<file path="src/shared/psid_cfg.svh">
// offsets, field positions, reset values and fixed codes for the pll status and id registers
`ifndef PSID_CFG_SVH
`define PSID_CFG_SVH

`define PSID_ADDR_W              15
`define PSID_OFS_STATUS          15'h0002
`define PSID_OFS_CLASS           15'h0003
`define PSID_OFS_SERIAL_LO       15'h0004

`define PSID_BIT_LOCKED          7
`define PSID_BIT_REF_PRESENT     6
`define PSID_BIT_FB_VALID        5
`define PSID_BIT_REF_FB_OK       4
`define PSID_SLEEP_MSB           1
`define PSID_SLEEP_LSB           0

`define PSID_SLEEP_RESET         2'h0
`define PSID_SLEEP_NORMAL        2'h0
`define PSID_SLEEP_ON            2'h3
`define PSID_RSVD_STATUS         2'h0
`define PSID_RSVD_HI_NIBBLE      4'h0
`define PSID_UNMAPPED_READ       8'h00

`define PSID_INSTR_BITS          16
`define PSID_DATA_BITS           8
`define PSID_INSTR_LAST          4'hf
`define PSID_DATA_LAST           4'h7

// arbitrary neutral identity defaults
`define PSID_CLASS_CODE_DEF      4'h9
`define PSID_SERIAL_NIB_DEF      4'ha
`define PSID_SERIAL_RSVD_DEF     4'h0

`endif

</file>
<file path="src/shared/psid_pkg.sv">
// types for the pll status and id register block
package psid_pkg;

    typedef enum logic [1:0] {
        PSID_IDLE,
        PSID_INSTR,
        PSID_DATA
    } psid_phase_e;

    typedef struct packed {
        psid_phase_e  phase;
        logic [3:0]   bit_cnt;
        logic [15:0]  shift;
        logic         rd;
        logic [14:0]  addr;
        logic [7:0]   tx;
        logic         sclk_d;
        logic         sdo;
        logic         sdo_oe;
        logic [1:0]   sleep;
        logic         sleep_on;
    } psid_state_s;

endpackage : psid_pkg

</file>
<file path="src/verilog/psid_regs.sv">
// serial-port slice holding the pll status, device class and low part serial registers
//
// Contract
// [RULE1] status bit 7 is a read-only live copy of the pll lock detector
// [RULE2] status bit 6 reads 1 while a reference clock is detected; writes ignored
// [RULE3] status bit 5 reads 1 while valid n-divider feedback is detected; read-only
// [RULE4] status bit 4 is the and of reference present and feedback valid
// [RULE5] host writes zeros to status bits 3:2; they reset and read as zero
// [RULE6] sleep field bits 1:0 resets to 00; 11 sleeps; host avoids 01 and 10
// [RULE7] locked, reference and feedback present, normal operation: status reads 0xf0
// [RULE8] class register read-only; low nibble fixed code, high nibble reads zero
// [RULE9] serial low register: bits 7:4 part serial nibble, 3:0 fixed; read-only
`timescale 1ns/1ns
`default_nettype none
`include "psid_cfg.svh"

module psid_regs #(
    parameter logic [3:0] CLASS_CODE  = `PSID_CLASS_CODE_DEF,
    parameter logic [3:0] SERIAL_NIB  = `PSID_SERIAL_NIB_DEF,
    parameter logic [3:0] SERIAL_RSVD = `PSID_SERIAL_RSVD_DEF
) (
    input  wire logic clk_i,
    input  wire logic rst_i,
    input  wire logic ce_i,
    input  wire logic spi_csb_n_i,
    input  wire logic spi_sclk_i,
    input  wire logic spi_sdi_i,
    input  wire logic pll_locked_i,
    input  wire logic ref_present_i,
    input  wire logic fb_valid_i,
    output logic      spi_sdo_o,
    output logic      spi_sdo_oe_o,
    output logic      sleep_o,
    output logic [1:0] sleep_field_o
);

    localparam int              NPIN     = 3;
    localparam int              NDET     = 3;
    // chip select idles high, so reset must not look like a selected bus
    localparam logic [NPIN-1:0] PIN_IDLE = 3'h4;

    // all state past the synchronisers sits in one register stage; every output reads it directly
    psid_pkg::psid_state_s s_r;
    psid_pkg::psid_state_s s_nxt;

    logic [NPIN-1:0]  pin_q;
    logic [NDET-1:0]  det_q;
    logic             csb_n_s;
    logic             sclk_s;
    logic             sdi_s;
    logic             locked_s;
    logic             ref_s;
    logic             fb_s;
    logic             rise;
    logic             fall;
    logic [15:0]      instr;
    logic [7:0]       wbyte;
    logic [14:0]      next_addr;

    // spi pins are oversampled; sclk and sdi share one delay so bits stay aligned
    psid_sync #(
        .W       (NPIN),
        .RST_VAL (PIN_IDLE)
    ) u_pin_sync (
        .clk_i (clk_i),
        .rst_i (rst_i),
        .ce_i  (ce_i),
        .d_i   ({spi_csb_n_i, spi_sclk_i, spi_sdi_i}),
        .q_o   (pin_q)
    );

    // detector levels come from the analog side, unrelated to clk_i
    psid_sync #(
        .W       (NDET),
        .RST_VAL ('0)
    ) u_det_sync (
        .clk_i (clk_i),
        .rst_i (rst_i),
        .ce_i  (ce_i),
        .d_i   ({pll_locked_i, ref_present_i, fb_valid_i}),
        .q_o   (det_q)
    );

    assign csb_n_s  = pin_q[2];
    assign sclk_s   = pin_q[1];
    assign sdi_s    = pin_q[0];
    assign locked_s = det_q[2];
    assign ref_s    = det_q[1];
    assign fb_s     = det_q[0];

    // live detector copies, reserved zeros and the stored sleep field
    function automatic logic [7:0] status_byte(
        input logic       lk,
        input logic       rf,
        input logic       fb,
        input logic [1:0] slp
    );
        logic [7:0] v;
        v                                  = `PSID_UNMAPPED_READ;
        v[`PSID_BIT_LOCKED]                = lk;                 // see [RULE1]
        v[`PSID_BIT_REF_PRESENT]           = rf;                 // see [RULE2]
        v[`PSID_BIT_FB_VALID]              = fb;                 // see [RULE3]
        v[`PSID_BIT_REF_FB_OK]             = rf & fb;            // see [RULE4]
        v[3:2]                             = `PSID_RSVD_STATUS;  // see [RULE5]
        v[`PSID_SLEEP_MSB:`PSID_SLEEP_LSB] = slp;                // see [RULE6] [RULE7]
        return v;
    endfunction : status_byte

    // unmapped addresses read as zero, so a stream may walk through them harmlessly
    function automatic logic [7:0] read_reg(
        input logic [14:0] a,
        input logic        lk,
        input logic        rf,
        input logic        fb,
        input logic [1:0]  slp
    );
        logic [7:0] v;
        if (a == `PSID_OFS_STATUS) begin
            v = status_byte(lk, rf, fb, slp);
        end else if (a == `PSID_OFS_CLASS) begin
            v = {`PSID_RSVD_HI_NIBBLE, CLASS_CODE};                  // see [RULE8]
        end else if (a == `PSID_OFS_SERIAL_LO) begin
            v = {SERIAL_NIB, SERIAL_RSVD};                           // see [RULE9]
        end else begin
            v = `PSID_UNMAPPED_READ;
        end
        return v;
    endfunction : read_reg

    // bit counter step shared by the instruction and data phases
    function automatic logic [3:0] bump(
        input logic [3:0] cnt
    );
        return cnt + 4'h1;
    endfunction : bump

    always_comb begin
        s_nxt     = s_r;
        rise      = sclk_s & ~s_r.sclk_d;
        fall      = ~sclk_s & s_r.sclk_d;
        instr     = {s_r.shift[14:0], sdi_s};
        wbyte     = {s_r.shift[6:0], sdi_s};
        next_addr = s_r.addr - 15'h0001;
        if (ce_i) begin
            s_nxt.sclk_d = sclk_s;
            if (csb_n_s) begin
                // deselect aborts any frame; a partial data byte is dropped
                s_nxt.phase   = psid_pkg::PSID_IDLE;
                s_nxt.bit_cnt = 4'h0;
                s_nxt.sdo     = 1'b0;
                s_nxt.sdo_oe  = 1'b0;
            end else begin
                case (s_r.phase)
                    psid_pkg::PSID_IDLE,
                    psid_pkg::PSID_INSTR: begin
                        // a rise in the first selected cycle still counts
                        s_nxt.phase = psid_pkg::PSID_INSTR;
                        if (rise) begin
                            s_nxt.shift   = instr;
                            s_nxt.bit_cnt = bump(s_r.bit_cnt);
                            if (s_r.bit_cnt == `PSID_INSTR_LAST) begin
                                // answer byte is a snapshot taken here, not at each fall
                                s_nxt.rd      = instr[15];
                                s_nxt.addr    = instr[14:0];
                                s_nxt.tx      = read_reg(instr[14:0], locked_s, ref_s, fb_s, s_r.sleep);
                                s_nxt.bit_cnt = 4'h0;
                                s_nxt.phase   = psid_pkg::PSID_DATA;
                            end
                        end
                    end
                    psid_pkg::PSID_DATA: begin
                        if (rise) begin
                            s_nxt.shift   = instr;
                            s_nxt.bit_cnt = bump(s_r.bit_cnt);
                            if (s_r.bit_cnt == `PSID_DATA_LAST) begin
                                // only the sleep field is writable; live and reserved bits drop writes
                                if (!s_r.rd && s_r.addr == `PSID_OFS_STATUS) begin
                                    s_nxt.sleep = wbyte[`PSID_SLEEP_MSB:`PSID_SLEEP_LSB]; // see [RULE6]
                                end
                                // streaming walks downward, one byte per address
                                s_nxt.addr    = next_addr;
                                s_nxt.tx      = read_reg(next_addr, locked_s, ref_s, fb_s, s_nxt.sleep);
                                s_nxt.bit_cnt = 4'h0;
                            end
                        end
                        // mode 0: next bit launched on the fall, host samples on the rise
                        if (fall && s_r.rd) begin
                            s_nxt.sdo    = s_r.tx[7];
                            s_nxt.tx     = {s_r.tx[6:0], 1'b0};
                            s_nxt.sdo_oe = 1'b1;
                        end
                    end
                    default: begin
                        // unused encoding falls back to idle
                        s_nxt.phase = psid_pkg::PSID_IDLE;
                    end
                endcase
            end
            // undefined codes 01 and 10 keep the device running
            s_nxt.sleep_on = (s_nxt.sleep == `PSID_SLEEP_ON); // see [RULE6]
        end
    end

    // asynchronous reset clears everything; the pin idle level comes from the synchroniser
    always_ff @(posedge clk_i or posedge rst_i) begin
        if (rst_i) begin
            s_r <= '0;
        end else begin
            s_r <= s_nxt;
        end
    end

    // registered outputs: sdo, its enable and both sleep views
    assign spi_sdo_o     = s_r.sdo;
    assign spi_sdo_oe_o  = s_r.sdo_oe;
    assign sleep_o       = s_r.sleep_on;
    assign sleep_field_o = s_r.sleep;

endmodule : psid_regs

`default_nettype wire

</file>
<file path="src/verilog/psid_sync.sv">
// two-stage synchroniser for a bundle of asynchronous levels
`timescale 1ns/1ns
`default_nettype none

module psid_sync #(
    parameter int           W       = 1,
    parameter logic [W-1:0] RST_VAL = '0
) (
    input  wire logic         clk_i,
    input  wire logic         rst_i,
    input  wire logic         ce_i,
    input  wire logic [W-1:0] d_i,
    output logic      [W-1:0] q_o
);

    logic [W-1:0] meta_r;
    logic [W-1:0] q_r;

    // both stages reset to the idle level of their pins, so no false edge follows reset
    always_ff @(posedge clk_i or posedge rst_i) begin
        if (rst_i) begin
            meta_r <= RST_VAL;
            q_r    <= RST_VAL;
        end else if (ce_i) begin
            meta_r <= d_i;
            q_r    <= meta_r;
        end
    end

    assign q_o = q_r;

endmodule : psid_sync

`default_nettype wire
</file>
<file path="config.mk">
export PLATFORM = sky130hd
export DESIGN_NAME = psid_regs
export DESIGN_NICKNAME = d
export VERILOG_FILES = /design/src/shared/psid_pkg.sv /design/src/verilog/psid_regs.sv /design/src/verilog/psid_sync.sv
export VERILOG_INCLUDE_DIRS = /design/src /design/src/shared
export SDC_FILE = /design/constraint.sdc
export NUM_CORES = 1
export LEC_CHECK = 0
export BUFFER_PORTS_ARGS = -buffer_cell sky130_fd_sc_hd__buf_2
export CORE_AREA = 3 3 80 82
export DETAILED_ROUTE_END_ITERATION = 8
export DIE_AREA = 0 0 83 85
export GPL_ROUTABILITY_DRIVEN = 0
export GPL_TIMING_DRIVEN = 0
export PLACE_DENSITY = 0.78
export RECOVER_POWER = 25
export SLEW_MARGIN = 20
export SYNTH_ARGS = -nofsm -noshare
export SYNTH_HDL_FRONTEND = slang
export SYNTH_SLANG_ARGS = --single-unit
</file>
<file path="constraint.sdc">
create_clock -name clk_i -period 2.7 [get_ports clk_i]
set_clock_uncertainty 0.05 [all_clocks]
set_input_delay 0.81 -clock clk_i [delete_from_list [all_inputs] [get_ports clk_i]]
set_output_delay 0.81 -clock clk_i [all_outputs]
set_load 0.02 [all_outputs]
</file>
==> results.json <==
{
  "run_status": "complete, no violations",
  "min_from": "instr[15]$_DFFE_PP0P_",
  "fin_nets": 429,
  "final.setup.tns_ns": 0,
  "leakagePower_nw": 1.557,
  "ys_ff_latch": 63,
  "grt-ovfl-total": 0,
  "finalSetupViolCount": 0,
  "maxCapViolCount": 0,
  "drtIter0Drc": 394,
  "io_pins": 14,
  "slew_violations": 0,
  "insertedDiodeCount": 0,
  "yosys_most_used_dff": "dfrtp_1",
  "synth_fp_nets": 405,
  "globalRouteTotalUtil_pct": 25.80,
  "drt_first_pass_iters": 5,
  "grt_pass1_wl_um": 14580,
  "switchingPower_mw": 0.6182,
  "crit_type": "reg -> reg",
  "arrival_ns": 2.87,
  "synth_warnings": 0,
  "die-area_um2": 7055,
  "synth_cells": 391,
  "slowest_delay_ns": 0.48,
  "hold_path.class": "reg -> reg",
  "post-synth-top-count-cell": "nand2_1",
  "period_needed_ns": 2.630,
  "combPwrFrac_pct": 13.5,
  "drc": 0,
  "fp-row-count": 28,
  "cp_max_fo": 9,
  "cellPowerDensity_nw_per_um2": 555.6,
  "root_buffer": "clkbuf_8",
  "hold_ws_ns": 0.4448,
  "post_synth.cell_area_avg_um2": 8.976,
  "synth_seq_area_share_pct": 44.99,
  "seqPwrFrac_pct": 48.5,
  "synth_edf_count": 0,
  "routed-via-count": 3174,
  "rsz0062_at_grt": "true",
  "startpoint": "s_r[14]$_DFFE_PP0P_",
  "dp_cells": 479,
  "grt_start_max_net_pins": 44,
  "area_growth_pct": 11.69,
  "start_kind": "flop",
  "wl_per_cell_um": 17.84,
  "final_cells": 495,
  "setup_slack_ns": 0.06971,
  "routed_wl_um": 8829,
  "dp_hpwl_um": 6179,
  "antenna_found_initial": 0,
  "endpoint_kind": "flop",
  "critical_path.top_delay_family": "simple AND/OR/NAND/NOR gates",
  "ff_latch_area_um2": 1579,
  "drive_above_1_share_pct": 15.48,
  "clock_sinks": 63,
  "final_util_pct": 67.41,
  "swShare_pct": 28.38,
  "antenna_left": 0,
  "critical_path.cell_chain": "inv_1, ha_4, nor4b_4, nand4_1, a221o_1, nor4_4, nor2b_1, o22a_1",
  "cp_slowest_cell": "dfrtp_1",
  "cp.required_ns": 2.94,
  "cts_made_buffers": 9,
  "p_clk_share_pct": 37.9,
  "intPower_mw": 1.560,
  "cts.path.max_buffers": 2,
  "timing.final.crit_share_pct": 97.42,
  "fillers": 486,
  "via_per_inst": 6.412,
  "postCtsSetupBuffers": 0,
  "syn_area_um2": 3510,
  "initial_core_util_pct": 60.35,
  "reg2reg_from": "s_r[14]$_DFFE_PP0P_",
  "core_area_um2": 5816,
  "clk_pin_slew_ns": 0.07,
  "peakVddDrop_mv": 0.3467,
  "hold_buffers": 0,
  "async_flop_share_pct": 100.0,
  "clk_latency_ns": 0.34,
  "dp_slack_ns": -0.2695,
  "hold_viol": 0,
  "netlist.top_cell.by_area": "dfrtp_1",
  "slew_headroom_pct": 28.32,
  "synth_commonest_cells": "nand2_1, dfrtp_1, o21ai_0, nor2_1, clkbuf_1",
  "port_buffers": 12,
  "die_w_um": 83,
  "synthDistinctLibCells": 55,
  "die_h_um": 85,
  "htree_num_levels": 3,
  "path_buf_inv": 1,
  "synthTopCellsByArea": "dfrtp_1, o21ai_0, nand2_1",
  "synth_top_area_share_pct": 43.49,
  "max_slew.worst_pin.slew_ns": 1.075,
  "cts_tree": "built",
  "multi_input_area_um2": 1846,
  "max_freq_mhz": 380.2,
  "grt_pass1_vias": 3049
}
## path summary, 6_finish.rpt
kind                                         end  slack (ns)  depth (start not counted)
setup / recovery              s_r[7]$_DFFE_PP0P_        0.07                          8
hold / removal             instr[15]$_DFFE_PP0P_        0.44                          2
setup reg to reg              s_r[7]$_DFFE_PP0P_        0.07                          8
hold reg to reg            instr[15]$_DFFE_PP0P_        0.44                          2
max in group asynchronous    s_r[28]$_DFFE_PP0P_        0.56                          3
min in group asynchronous  instr[12]$_DFFE_PP0P_        0.55                          2
## registers in the layout, indices dropped and copies added (netlist names)
signal / cells
s_r: 31
instr: 15
u_det_sync.meta_r: 3
u_det_sync.q_o: 3
u_pin_sync.meta_r: 3
u_pin_sync.q_o: 3
sleep_field_o: 2
sleep_o: 1
spi_sdo_o: 1
spi_sdo_oe_o: 1
## power groups by stage
stage          Combinational (mW)  Sequential [mW]  Clock, mW
6_report                    0.295             1.06      0.826
5_1_grt                     0.328             1.06      0.886
4_1_cts                     0.284             1.05      0.839
3_5_place_dp                0.276             1.07          0
3_3_place_gp                0.265             1.07          0
2_1_floorplan               0.202             1.06          0
## layer usage
layer	up-vias	routed length [um]	GRT usage (%)
met5	-	0	0
met4	0	181	9.510
met3	27	598	5.825
met2	134	4077	40.82
met1	1542	3971	35.04
li1	1471	-	-
## what timing repair did
item	CTS	global route
setup endpoints to repair	6	14
endpoints found under the hold margin	0	0
gates resized for setup	2	7
pin swaps	0	1
## kinds of logic (layout without fill, tap and decap cells)
kind of cell / count (synthesis) / after routing / synth area share [%]
mux: 15 / 15 / 4.777
buf+inv: 34 / 63 / 3.885
simple gates: 158 / 158 / 23.46
fa+ha+maj: 5 / 5 / 1.783
flops: 63 / 63 / 44.99
xor+xnor: 4 / 4 / 0.9981
compound gates: 112 / 112 / 20.11
## per-stage QoR
step | cell area (um^2) | total power, mW
2_1_floorplan | 3510 | 1.263
3_3_place_gp | 3664 | 1.334
3_5_place_dp | 3686 | 1.349
4_1_cts | 3901 | 2.178
5_1_grt | 3920 | 2.279
6_report | 3920 | 2.178
## area by class of cell
type,count,share of cell area [%]
Timing Repair Buffer,13,1.660
Clock buffer,11,3.607
Sequential cell,63,40.28
Tap cell,75,2.394
Inverter,12,1.181
Buffer,22,2.362
Multi-Input combinational cell,294,47.08
Clock inverter,5,1.436
## cell usage in the layout, fill, tap and decap left out, drive strengths merged, types with 4 or more instances in the layout
cell,count
dfrtp,61
o21ai,53
nor2b,8
a31oi,8
a32oi,7
xnor2,4
clkbuf,30
mux2,14
buf,16
inv,12
nand2b,6
ha,5
a21oi,13
nor2,24
nor3,8
nor4,12
nand3,13
nand2,63
or3,5
a22oi,5
## worst reg2reg max path: stages (launching register included)
cell and delay, ns:
dfrtp_1 0.48, inv_1 0.18, ha_4 0.20, nor4b_4 0.27, nand4_1 0.20, a221o_1 0.48, nor4_4 0.41, nor2b_1 0.18
o22a_1 0.12
No activity file was read; power rests on OpenSTA's default activity.
